<file path="src/sensor_timing_pkg.sv">
package sensor_timing_pkg;

	// Widths of the start registers and of the line and column addresses.
	localparam int unsigned START_W    = 10;
	localparam int unsigned ROW_W      = 11;
	localparam int unsigned COL_W      = 12;
	localparam int unsigned CNT_W      = 24;

	// Pixels that a selected line makes available, and the column limit.
	localparam int unsigned PIXELS_PER_LINE = 2048;
	localparam logic [COL_W-1:0] COL_LIMIT  = 12'h800;
	localparam logic [COL_W-1:0] COL_PAIR   = 12'h002;
	localparam logic [COL_W-1:0] COL_NEXT   = 12'h001;
	localparam logic [ROW_W-1:0] ROW_STEP   = 11'h001;

	// Reset values of counters and addresses, counter step and ceiling.
	localparam logic [CNT_W-1:0] CNT_ZERO   = 24'h000000;
	localparam logic [CNT_W-1:0] CNT_MAX    = 24'hffffff;
	localparam logic [CNT_W-1:0] CNT_ONE    = 24'h000001;
	localparam logic [ROW_W-1:0] ROW_ZERO   = 11'h000;
	localparam logic [COL_W-1:0] COL_ZERO   = 12'h000;

	// Codes of the pixel reset level applied to the array.
	localparam logic [1:0] RST_LVL_NONE      = 2'h0;
	localparam logic [1:0] RST_LVL_SECONDARY = 2'h1;
	localparam logic [1:0] RST_LVL_PRIMARY   = 2'h2;

	// Pixel array controls; the _n fields are active low at the pins.
	typedef struct packed {
		logic memory_boost_ctl_n;
		logic precharge_n;
		logic sample_n;
		logic reset;
		logic secondary_reset_ctl;
	} pixel_pins_t;

	// Readout addressing and row overhead controls.
	typedef struct packed {
		logic sync_y;
		logic clock_y;
		logic sync_x;
		logic clock_x;
		logic norowsel;
		logic pre_col_n;
		logic column_sample_hold_n;
	} readout_pins_t;

	// Window start values and output count from the configuration port.
	typedef struct packed {
		logic [START_W-1:0] row_start;
		logic [START_W-1:0] col_start;
		logic               dual_output;
	} config_pins_t;

	typedef struct packed {
		pixel_pins_t   pix;
		readout_pins_t rd;
		config_pins_t  cfg;
	} pins_t;

	localparam int unsigned PINS_W = $bits(pins_t);

	// Column readout states.
	typedef enum logic [2:0] {
		COL_IDLE   = 3'b001,
		COL_STREAM = 3'b010,
		COL_DONE   = 3'b100
	} col_state_t;

endpackage : sensor_timing_pkg

</file>
<file path="src/sensor_timing.sv">
`timescale 1ns/1ps

// Overview of operation
// - Integration of next frame overlaps current readout
// - Integration spans reset fall to sample rise
// - Readout starts after boost returns high
// - Row sync loads row start times two
// - Row step advances; sync overrides immediately
// - One output: two pixels per clock
// - Two outputs: one pixel each per clock
// - First column is start times two, 2048
// - Column sync plus clock rise starts pixels
// - Primary reset dominates secondary reset
// - Memory node follows boost control level
// - Start registers are ten bits, even starts
module sensor_timing (
	input  wire logic                                CLK_I,
	input  wire logic                                RESETN_I,
	input  wire sensor_timing_pkg::pixel_pins_t      PIXEL_I,
	input  wire sensor_timing_pkg::readout_pins_t    READOUT_I,
	input  wire sensor_timing_pkg::config_pins_t     CONFIG_I,
	output logic                                     MEM_NODE_HIGH_O,
	output logic [1:0]                               RESET_LEVEL_O,
	output logic                                     INTEGRATING_O,
	output logic [sensor_timing_pkg::CNT_W-1:0]      INTEG_CYCLES_O,
	output logic [sensor_timing_pkg::CNT_W-1:0]      FRAME_OVERHEAD_CYCLES_O,
	output logic                                     READOUT_ACTIVE_O,
	output logic [sensor_timing_pkg::ROW_W-1:0]      ROW_ADDR_O,
	output logic                                     NEW_LINE_O,
	output logic                                     COL_PRECHARGE_O,
	output logic [sensor_timing_pkg::COL_W-1:0]      PIX1_ADDR_O,
	output logic [sensor_timing_pkg::COL_W-1:0]      PIX2_ADDR_O,
	output logic                                     PIX1_STB_O,
	output logic                                     PIX2_STB_O,
	output logic                                     LINE_DONE_O
);

	logic [sensor_timing_pkg::PINS_W-1:0] raw;
	logic [sensor_timing_pkg::PINS_W-1:0] s1_r;
	logic [sensor_timing_pkg::PINS_W-1:0] s2_r;
	logic [sensor_timing_pkg::PINS_W-1:0] s3_r;
	logic [sensor_timing_pkg::PINS_W-1:0] filt_r;
	sensor_timing_pkg::pins_t             pin;
	sensor_timing_pkg::pins_t             prev_r;

	logic                                 reset_fall;
	logic                                 sample_rise;
	logic                                 boost_fall;
	logic                                 boost_rise;
	logic                                 clk_y_rise;
	logic                                 clk_x_rise;
	logic                                 clk_x_fall;
	logic [sensor_timing_pkg::CNT_W-1:0]  integ_cnt_r;
	logic [sensor_timing_pkg::CNT_W-1:0]  overhead_cnt_r;
	logic                                 overhead_run_r;
	logic [sensor_timing_pkg::COL_W-1:0]  col_r;
	logic [sensor_timing_pkg::COL_W-1:0]  col_first;
	logic [sensor_timing_pkg::ROW_W-1:0]  row_first;
	sensor_timing_pkg::col_state_t        col_state_r;

	assign raw = {PIXEL_I, READOUT_I, CONFIG_I};

	// Each pin bit passes three flops and only changes once stages two and three agree.
	generate
		for (genvar b = 0; b < sensor_timing_pkg::PINS_W; b++) begin : g_sync
			always_ff @(posedge CLK_I or negedge RESETN_I) begin
				if (!RESETN_I) begin
					s1_r[b]   <= 1'b0;
					s2_r[b]   <= 1'b0;
					s3_r[b]   <= 1'b0;
					filt_r[b] <= 1'b0;
				end else begin
					s1_r[b] <= raw[b];
					s2_r[b] <= s1_r[b];
					s3_r[b] <= s2_r[b];
					if (s2_r[b] == s3_r[b]) begin
						filt_r[b] <= s3_r[b];
					end
				end
			end
		end
	endgenerate

	assign pin = sensor_timing_pkg::pins_t'(filt_r);

	// Previous filtered levels for edge detection.
	always_ff @(posedge CLK_I or negedge RESETN_I) begin
		if (!RESETN_I) begin
			prev_r <= '0;
		end else begin
			prev_r <= pin;
		end
	end

	// Sample and boost are active low, so their assertion is a falling pin.
	assign reset_fall  = prev_r.pix.reset && !pin.pix.reset;
	assign sample_rise = prev_r.pix.sample_n && !pin.pix.sample_n;
	assign boost_fall  = prev_r.pix.memory_boost_ctl_n && !pin.pix.memory_boost_ctl_n;
	assign boost_rise  = !prev_r.pix.memory_boost_ctl_n && pin.pix.memory_boost_ctl_n;
	assign clk_y_rise  = !prev_r.rd.clock_y && pin.rd.clock_y;
	assign clk_x_rise  = !prev_r.rd.clock_x && pin.rd.clock_x;
	assign clk_x_fall  = prev_r.rd.clock_x && !pin.rd.clock_x;
	assign row_first   = {pin.cfg.row_start, 1'b0};
	assign col_first   = {1'b0, pin.cfg.col_start, 1'b0};

	// Memory node level and the reset level applied to the photodiodes.
	always_ff @(posedge CLK_I or negedge RESETN_I) begin
		if (!RESETN_I) begin
			MEM_NODE_HIGH_O <= 1'b0;
			RESET_LEVEL_O   <= sensor_timing_pkg::RST_LVL_NONE;
		end else begin
			MEM_NODE_HIGH_O <= pin.pix.memory_boost_ctl_n;
			if (pin.pix.reset) begin
				RESET_LEVEL_O <= sensor_timing_pkg::RST_LVL_PRIMARY;
			end else if (pin.pix.secondary_reset_ctl) begin
				RESET_LEVEL_O <= sensor_timing_pkg::RST_LVL_SECONDARY;
			end else begin
				RESET_LEVEL_O <= sensor_timing_pkg::RST_LVL_NONE;
			end
		end
	end

	// Integration runs from reset fall to sample assertion, independent of readout.
	always_ff @(posedge CLK_I or negedge RESETN_I) begin
		if (!RESETN_I) begin
			INTEGRATING_O  <= 1'b0;
			integ_cnt_r    <= sensor_timing_pkg::CNT_ZERO;
			INTEG_CYCLES_O <= sensor_timing_pkg::CNT_ZERO;
		end else begin
			if (sample_rise && INTEGRATING_O) begin
				INTEGRATING_O  <= 1'b0;
				INTEG_CYCLES_O <= integ_cnt_r;
			end else if (reset_fall) begin
				INTEGRATING_O <= 1'b1;
				integ_cnt_r   <= sensor_timing_pkg::CNT_ONE; // The edge cycle itself counts.
			end else if (INTEGRATING_O && pin.pix.reset) begin
				INTEGRATING_O <= 1'b0;
			end else if (INTEGRATING_O && integ_cnt_r != sensor_timing_pkg::CNT_MAX) begin
				integ_cnt_r <= integ_cnt_r + sensor_timing_pkg::CNT_ONE;
			end
		end
	end

	// Frame overhead is the boost low period; readout opens when boost returns high.
	always_ff @(posedge CLK_I or negedge RESETN_I) begin
		if (!RESETN_I) begin
			overhead_run_r          <= 1'b0;
			overhead_cnt_r          <= sensor_timing_pkg::CNT_ZERO;
			FRAME_OVERHEAD_CYCLES_O <= sensor_timing_pkg::CNT_ZERO;
			READOUT_ACTIVE_O        <= 1'b0;
		end else begin
			if (boost_fall) begin
				overhead_run_r   <= 1'b1;
				overhead_cnt_r   <= sensor_timing_pkg::CNT_ONE; // The edge cycle itself counts.
				READOUT_ACTIVE_O <= 1'b0;
			end else if (boost_rise && overhead_run_r) begin
				overhead_run_r          <= 1'b0;
				FRAME_OVERHEAD_CYCLES_O <= overhead_cnt_r;
				READOUT_ACTIVE_O        <= 1'b1;
			end else if (overhead_run_r && overhead_cnt_r != sensor_timing_pkg::CNT_MAX) begin
				overhead_cnt_r <= overhead_cnt_r + sensor_timing_pkg::CNT_ONE;
			end
		end
	end

	// Row addressing: sync holds the start row, a step clock edge selects the next.
	always_ff @(posedge CLK_I or negedge RESETN_I) begin
		if (!RESETN_I) begin
			ROW_ADDR_O <= sensor_timing_pkg::ROW_ZERO;
			NEW_LINE_O <= 1'b0;
		end else begin
			NEW_LINE_O <= clk_y_rise;
			if (pin.rd.sync_y) begin
				ROW_ADDR_O <= row_first;
			end else if (clk_y_rise) begin
				ROW_ADDR_O <= ROW_ADDR_O + sensor_timing_pkg::ROW_STEP;
			end
		end
	end

	// Column buses are precharged while either row overhead control is active.
	always_ff @(posedge CLK_I or negedge RESETN_I) begin
		if (!RESETN_I) begin
			COL_PRECHARGE_O <= 1'b0;
		end else begin
			COL_PRECHARGE_O <= pin.rd.norowsel || !pin.rd.pre_col_n;
		end
	end

	// Column readout: addresses hold the last pixel until a new line streams.
	always_ff @(posedge CLK_I or negedge RESETN_I) begin
		if (!RESETN_I) begin
			col_state_r <= sensor_timing_pkg::COL_IDLE;
			col_r       <= sensor_timing_pkg::COL_ZERO;
			PIX1_ADDR_O <= sensor_timing_pkg::COL_ZERO;
			PIX2_ADDR_O <= sensor_timing_pkg::COL_ZERO;
			PIX1_STB_O  <= 1'b0;
			PIX2_STB_O  <= 1'b0;
			LINE_DONE_O <= 1'b0;
		end else begin
			PIX1_STB_O  <= 1'b0;
			PIX2_STB_O  <= 1'b0;
			LINE_DONE_O <= 1'b0;
			if (clk_y_rise) begin
				col_state_r <= sensor_timing_pkg::COL_IDLE;
			end else if (clk_x_rise && pin.rd.sync_x) begin
				col_state_r <= sensor_timing_pkg::COL_STREAM;
				PIX1_ADDR_O <= col_first;
				PIX1_STB_O  <= 1'b1;
				if (pin.cfg.dual_output) begin
					PIX2_ADDR_O <= col_first + sensor_timing_pkg::COL_NEXT;
					PIX2_STB_O  <= 1'b1;
					col_r       <= col_first + sensor_timing_pkg::COL_PAIR;
				end else begin
					col_r <= col_first + sensor_timing_pkg::COL_NEXT;
				end
			end else begin
				unique case (col_state_r)
					sensor_timing_pkg::COL_IDLE: begin
					end
					sensor_timing_pkg::COL_STREAM: begin
						if (col_r >= sensor_timing_pkg::COL_LIMIT) begin
							col_state_r <= sensor_timing_pkg::COL_DONE;
							LINE_DONE_O <= 1'b1;
						end else if (pin.cfg.dual_output && clk_x_rise) begin
							PIX1_ADDR_O <= col_r;
							PIX2_ADDR_O <= col_r + sensor_timing_pkg::COL_NEXT;
							PIX1_STB_O  <= 1'b1;
							PIX2_STB_O  <= 1'b1;
							col_r       <= col_r + sensor_timing_pkg::COL_PAIR;
						end else if (!pin.cfg.dual_output && (clk_x_rise || clk_x_fall)) begin
							PIX1_ADDR_O <= col_r;
							PIX1_STB_O  <= 1'b1;
							col_r       <= col_r + sensor_timing_pkg::COL_NEXT;
						end
					end
					sensor_timing_pkg::COL_DONE: begin
					end
					default: begin
						col_state_r <= sensor_timing_pkg::COL_IDLE;
					end
				endcase
			end
		end
	end

endmodule : sensor_timing

</file>
<file path="config.mk">
export PLATFORM = sky130hd
export DESIGN_NAME = sensor_timing
export DESIGN_NICKNAME = d
export VERILOG_FILES = /design/src/sensor_timing_pkg.sv /design/src/sensor_timing.sv
export SDC_FILE = /design/constraint.sdc
export NUM_CORES = 1
export LEC_CHECK = 0
export BUFFER_PORTS_ARGS = -buffer_cell sky130_fd_sc_hd__buf_2
export CAP_MARGIN = 20
export CORE_MARGIN = 3
export CORE_UTILIZATION = 62
export DETAILED_ROUTE_END_ITERATION = 8
export GPL_TIMING_DRIVEN = 1
export PLACE_DENSITY = 0.95
export SYNTH_ARGS = -nofsm -noshare
export SYNTH_HDL_FRONTEND = slang
export SYNTH_SLANG_ARGS = --single-unit
</file>
<file path="constraint.sdc">
create_clock -name CLK_I -period 3 [get_ports CLK_I]
set_input_delay 0.15 -clock CLK_I [delete_from_list [all_inputs] [get_ports CLK_I]]
set_output_delay 0.15 -clock CLK_I [all_outputs]
set_load 0.02 [all_outputs]
</file>
==> run metrics, run 1 <==
outcome=finished, final reports clean; layout net count=1141; placed cell area=~0.012 mm^2; crit path cell chain=ha_1 > nand4_2 > or4_1 > o21ai_2 > or2b_2 > o21ai_1; die height=141 um; CTS max path bufs=3; RSZ-0062 raised after global routing=false; Routed WL=24.6 mm; Via density=5.99; synthesized flop and latch total=284; area leader, netlist=dfrtp_1; post-layout util=between 70% and 80%; Syn Nets=979; row count=48; Static Leak=6.19 nW; DRT iter0 DRCs=744; number of enable flip-flop cells after synthesis=0; Initial DRT Pass Iterations=7; ANT nets after route=0; Hold Crit Class=in -> async; Initial Utilization=around 64%; Post-Syn Instances=936; Worst-path clk slew=0.07 ns; crit share post-route=between 80% and 90%; DP HPWL=15.1 mm; relative slew slack=53.0%; Ports=128; sequential-to-total area share from yosys stat=between 60% and 70%; largest net degree at the start of global routing=85; async set-reset flop share out of synthesis=100%; Least-Margin Pin Slew=about 0.7 ns; pwr dens=734 mW/mm^2; Die W=about 140 um; CTS Buf Count=28; initial antenna violation count=1; RePlAce Congestion=between 0.8 and 0.9; Yosys cell types=66; Main synth FF type=dfrtp_1; dominant cells by area after synthesis=dfrtp_1 63%, mux2_2 4.6%, nand2_1 3.1%; post-CTS sizing=0; crit path DAT=between 2 and 3 ns; Tmin final=between 2 and 3 ns; number of buffers and inverters on the critical path=0; Critical Path Start Type=flop; Placeable Area=0.0175 mm^2; DP Worst Slack=0.634 ns; clock sinks=~280; setup tns final=0 ns; Design Area, Final=0.0134 mm^2; DRC viols=0; synth cell count leaders=283 x dfrtp_1, 93 x nand2_1, 67 x o21ai_0; Peak Freq=394 MHz; total global routing overflow=0; Max IR drop VDD=roughly 0.57 mV; Worst Path Required=3.39 ns; final setup margin=roughly 0.46 ns; Buffers on Ports=approximately 130; critical path class=reg -> reg; Post-CTS Setup Inserts=0; wire length per cell=about 18 um; Syn. warnings=0; post-synthesis cell area=0.0112 mm^2; share of layout cells above drive strength 1=22.5%; CP endpoint kind=flop; area grow syn2layout=19.3%; number of max-cap violations=0; CTS H-tree depth=1; worst skew pair latency=0.54 ns; via count=8044; CTS tree=yes; Top delay family on crit path=simple AND/OR/NAND/NOR gates; Final Max Tran Viols=0; GRT Overall Usage=25.2%; critical path fanouts, max=22; Syn Area/Cell=approximately 12 um^2; slowest stage delay, CP=0.64 ns; die area=~0.02 mm^2; vias in the first global route=8160; final hold violations=0; CP max-delay cell=or4_1; CTS hold repair buffers=32; clock root buffer=clkbuf_16; Final Setup Violations=0; count leader, synth=dfrtp_1; Synth top area share=between 60 and 70%; first-pass GRT wire length=41.4 mm; clk_skew=0.0126 ns; Hold WS=0.167 ns
[logic make-up (layout without fill, tap and decap cells)]
logic type      count (synthesis)  in the layout  synth area share (%)
compound gates                197            197                  11.0
xor+xnor                       32             32                  2.49
fa+ha+maj                      39             39                  3.65
buf+inv                        59            241                  2.16
flops                         284            284                  63.2
mux                            49             49                  4.87
other cells                     0              1                     0
simple gates                  276            276                  12.6
[layer usage]
metal / GRT usage (%) / wire length (um) / vias to the layer above
met5: 0 / 0 / -
met4: 7.34 / 660 / 0
met3: 4.48 / 1470 / 61
met2: 44.3 / 12600 / 338
met1: 32.4 / 9830 / 3975
li1: - / - / 3670
[stage by stage]
| step | total power [W] | instances |
|---|---|---|
| 6_report | 0.00985 | 1344 |
| 5_1_grt | 0.0103 | 1344 |
| 4_1_cts | 0.00990 | 1342 |
| 3_5_place_dp | 0.00634 | 1260 |
| 3_3_place_gp | 0.00624 | 1260 |
| 2_1_floorplan | 0.00573 | 936 |
[power breakdown]
group          switching [W]  internal (W)  total, W
sequential          0.000451       0.00428   0.00473
combinational       0.000981      0.000643   0.00162
clock                0.00142       0.00208   0.00350
total                0.00285       0.00700   0.00985
[flip-flops by register name (all words and copies together), names as in the netlist, 2 cells and up]
| signal | count |
|---|---|
| s2_r | 31 |
| col_state_r | 3 |
| FRAME_OVERHEAD_CYCLES_O | 24 |
| RESET_LEVEL_O | 2 |
| s3_r | 31 |
| col_r | 12 |
| s1_r | 31 |
| integ_cnt_r | 24 |
| filt_r | 21 |
| prev_r | 3 |
| INTEG_CYCLES_O | 24 |
| PIX1_ADDR_O | 12 |
| ROW_ADDR_O | 11 |
| PIX2_ADDR_O | 12 |
| col_first | 10 |
| overhead_cnt_r | 24 |
[layout make-up]
cell class                      count  area (um^2)
Clock inverter                      9          103
Clock buffer                       41          831
Fill cell                        1036         4120
Antenna cell                        1         2.50
Inverter                           12         45.0
Timing Repair Buffer              179         1150
Sequential cell                   284         7110
Tap cell                          225          282
Multi-Input combinational cell    593         3900
[placed cells by master, fill, tap and decap left out, types with 20 or more instances in the layout]
cell / count
nand3_1: 28
mux2_2: 46
a21oi_1: 41
maj3_1: 31
nor2_1: 48
dfrtp_1: 283
clkbuf_16: 29
buf_2: 124
o21ai_0: 67
buf_4: 20
dlygate4sd3_1: 32
nand2_1: 93
[worst paths after layout]
check                                from                           to  slack, ns  depth (start not counted)
max                        integ_cnt_r[0]               integ_cnt_r[7]       0.46                          6
min                              RESETN_I  FRAME_OVERHEAD_CYCLES_O[15]       0.17                          2
max reg2reg                integ_cnt_r[0]               integ_cnt_r[7]       0.46                          6
min reg2reg                       s1_r[9]                      s2_r[9]       0.35                          0
max in group asynchronous        RESETN_I                   filt_r[30]       1.80                          3
min in group CLK_I             PIXEL_I[1]                     s1_r[29]       0.26                          2
No activity file was read; power rests on OpenSTA's default activity.
==> inputs of run 2 (changes only) <==
--- a/config.mk
+++ b/config.mk
@@ -8,10 +8,10 @@
 export BUFFER_PORTS_ARGS = -buffer_cell sky130_fd_sc_hd__buf_2
 export CAP_MARGIN = 20
 export CORE_MARGIN = 3
-export CORE_UTILIZATION = 62
+export CORE_UTILIZATION = 58
 export DETAILED_ROUTE_END_ITERATION = 8
 export GPL_TIMING_DRIVEN = 1
-export PLACE_DENSITY = 0.95
+export PLACE_DENSITY = 0.9
 export SYNTH_ARGS = -nofsm -noshare
 export SYNTH_HDL_FRONTEND = slang
 export SYNTH_SLANG_ARGS = --single-unit
==> constraint.sdc (replaced) <==
create_clock -name CLK_I -period 2.5 [get_ports CLK_I]
set_input_delay 0.125 -clock CLK_I [delete_from_list [all_inputs] [get_ports CLK_I]]
set_output_delay 0.125 -clock CLK_I [all_outputs]
set_load 0.02 [all_outputs]
==> run 2 against run 1 <==
Effect of this change: fmax is 9.5% higher; hold slack worse by 0.0035 ns; non-clock buffer count is 3 higher; core utilization is 4.6 points lower; power is 23% higher; clock-buffer cell count is 5 lower; clock power is 29% higher; worst setup slack worse by 0.28 ns; via count is 1.8% lower; die area is 6.6% higher; register-to-register slack worse by 0.28 ns; sequential share of layout area is 0.66 points lower; critical path type unchanged; largest cell class unchanged.
==> run metrics, run 2 (synthesis gave the netlist of run 1 again) <==
GRT Overall Usage=22.5% (-2.7 points); Placeable Area=0.0189 mm^2 (+7.7%); ANT nets after route=0 (unchanged); DRT iter0 DRCs=544 (-27%); Hold WS=0.164 ns (-0.00347 ns); worst skew pair latency=0.53 ns (about the same); Initial Utilization=59.5% (-4.6 points); CTS max path bufs=3 (unchanged); Routed WL=23.7 mm (-3.3%); critical path fanouts, max=24 (+9.1%); Initial DRT Pass Iterations=7 (unchanged); final hold violations=0 (unchanged); Via density=5.72 (-4.4%); CTS tree=yes; CP endpoint kind=flop; most common cell after layout, fill and taps aside=dfrtp_1; largest net degree at the start of global routing=76 (-11%); register share of total power=46.5% (-1.5 points); largest registers=s1_r: 31 flops, s2_r: 31 flops, s3_r: 31 flops; Buffers on Ports=125 (unchanged); critical path class=reg -> reg; post-layout util=71.9% (-4.6 points); Clk pwr share=37.1% (+1.6 points); share of layout cells above drive strength 1=23.1% (+0.58 points); RePlAce Congestion=0.865 (+0.37%); wire length per cell=17.2 um (-5.9%); crit share post-route=92.8% (+8.1 points); Die W=145 um (+3.2%); RSZ-0062 raised after global routing=false; layout net count=1144 (+0.26%); setup tns final=0 ns (unchanged); Critical Path Start Type=flop; outcome=finished, final reports clean; clock sinks=284 (unchanged); Max IR drop VDD=0.677 mV (+18%); DP HPWL=14.5 mm (-3.8%); relative slew slack=59.2% (+6.1 points); Worst Path Required=2.91 ns (-0.48 ns); vias in the first global route=7856 (-3.7%); Post-CTS Setup Inserts=0 (unchanged); initial antenna violation count=1 (unchanged); DP Worst Slack=0.168 ns (-0.466 ns); Tmin final=2.32 ns (-0.221 ns); Pint=0.00869 W (+24%); area grow syn2layout=20.8%; via count=7903 (-1.8%); Worst-path clk slew=0.06 ns (about the same); CTS H-tree depth=1 (unchanged); Peak Freq=431 MHz (+9.5%); Ports=128 (unchanged); die area=0.0211 mm^2 (+6.6%); pwr dens=893 mW/mm^2 (+22%); die height=145 um (+3.2%); Comb pwr share=16.4% (about the same); final setup margin=0.180 ns (-0.279 ns); DRC viols=0 (unchanged); first-pass GRT wire length=40.1 mm (-3.2%); Least-Margin Pin Slew=0.613 ns (-0.0907 ns); number of max-cap violations=0 (unchanged); clk_skew=0.00916 ns (-0.00341 ns); commonest non-fill, non-tap cells in the layout=283 x dfrtp_1, 124 x buf_2, 93 x nand2_1; Final Setup Violations=0 (unchanged); CTS Buf Count=28 (unchanged); total global routing overflow=0 (unchanged); clock root buffer=clkbuf_16; Net Sw Frac=28.3% (-0.58 points); row count=50 (+4.2%); total power=0.0121 W (+23%); crit path DAT=2.73 ns (-0.20 ns); Net Sw Power=0.00344 W (+21%); Static Leak=6.24 nW (+0.91%); Final Max Tran Viols=0 (unchanged); Hold Crit Class=in -> async
==> run 2: path summary, 6_finish.rpt <==
kind / startpoint / endpoint / slack, ns / depth (start not counted)
setup / recovery: integ_cnt_r[0] / integ_cnt_r[0] / 0.18 / 7
hold / removal: RESETN_I / FRAME_OVERHEAD_CYCLES_O[13] / 0.16 / 2
setup reg to reg: integ_cnt_r[0] / integ_cnt_r[0] / 0.18 / 7
hold reg to reg: s1_r[26] / s2_r[26] / 0.34 / 0
max in group asynchronous: RESETN_I / s3_r[1] / 1.52 / 3
min in group CLK_I: CONFIG_I[18] / s1_r[18] / 0.24 / 2
==> run 2: layout make-up <==
class                      count  area (um^2)
sequential                   284         7110
antenna                        1         2.50
clock buffer                  36          802
timing repair buffer         182         1200
clock inverter                13          201
inverter                      12         45.0
fill                        1273         5310
tap                          260          325
multi-input combinational    593         3900
==> run 2: repair_timing <==
item                                    4_1_cts  5_1_grt
gates resized for setup                       0        3
hold endpoints to repair                    101        0
endpoints found under the setup margin        0       22
hold buffers                                 32        0
==> run 2: power groups by stage <==
stage | Sequential (W) | Clock [W] | Combinational [W]
finish | 0.00564 | 0.00450 | 0.00200
global route | 0.00572 | 0.00477 | 0.00220
CTS | 0.00563 | 0.00459 | 0.00200
detailed placement | 0.00569 | 0 | 0.00192
global placement | 0.00566 | 0 | 0.00185
floorplan | 0.00587 | 0 | 0.00101
==> run 2: stage by stage <==
| step | area [um^2] | std cells |
|---|---|---|
| after floorplan | 11200 | 936 |
| after global placement | 12200 | 1299 |
| after detailed placement | 12200 | 1299 |
| after CTS | 13600 | 1380 |
| after global routing | 13600 | 1381 |
| final | 13600 | 1381 |
==> run 2: metal layers <==
| layer | part of all wire (%) | global-route usage (%) | wire length, um | vias up |
|---|---|---|---|---|
| met5 | 0 | 0 | 0 | - |
| met4 | 2.0 | 5.46 | 486 | 0 |
| met3 | 5.8 | 3.62 | 1370 | 41 |
| met2 | 51 | 38.8 | 12000 | 293 |
| met1 | 42 | 30.2 | 9860 | 3888 |
| li1 | - | - | - | 3681 |
==> run 2: critical path: stages, from the launching register on <==
cell and delay [ns]:
dfrtp_1 0.45, ha_2 0.27, nand4_2 0.20, or4_1 0.62, o21ai_2 0.18, buf_6 0.22
nor2_1 0.09, a21o_1 0.17
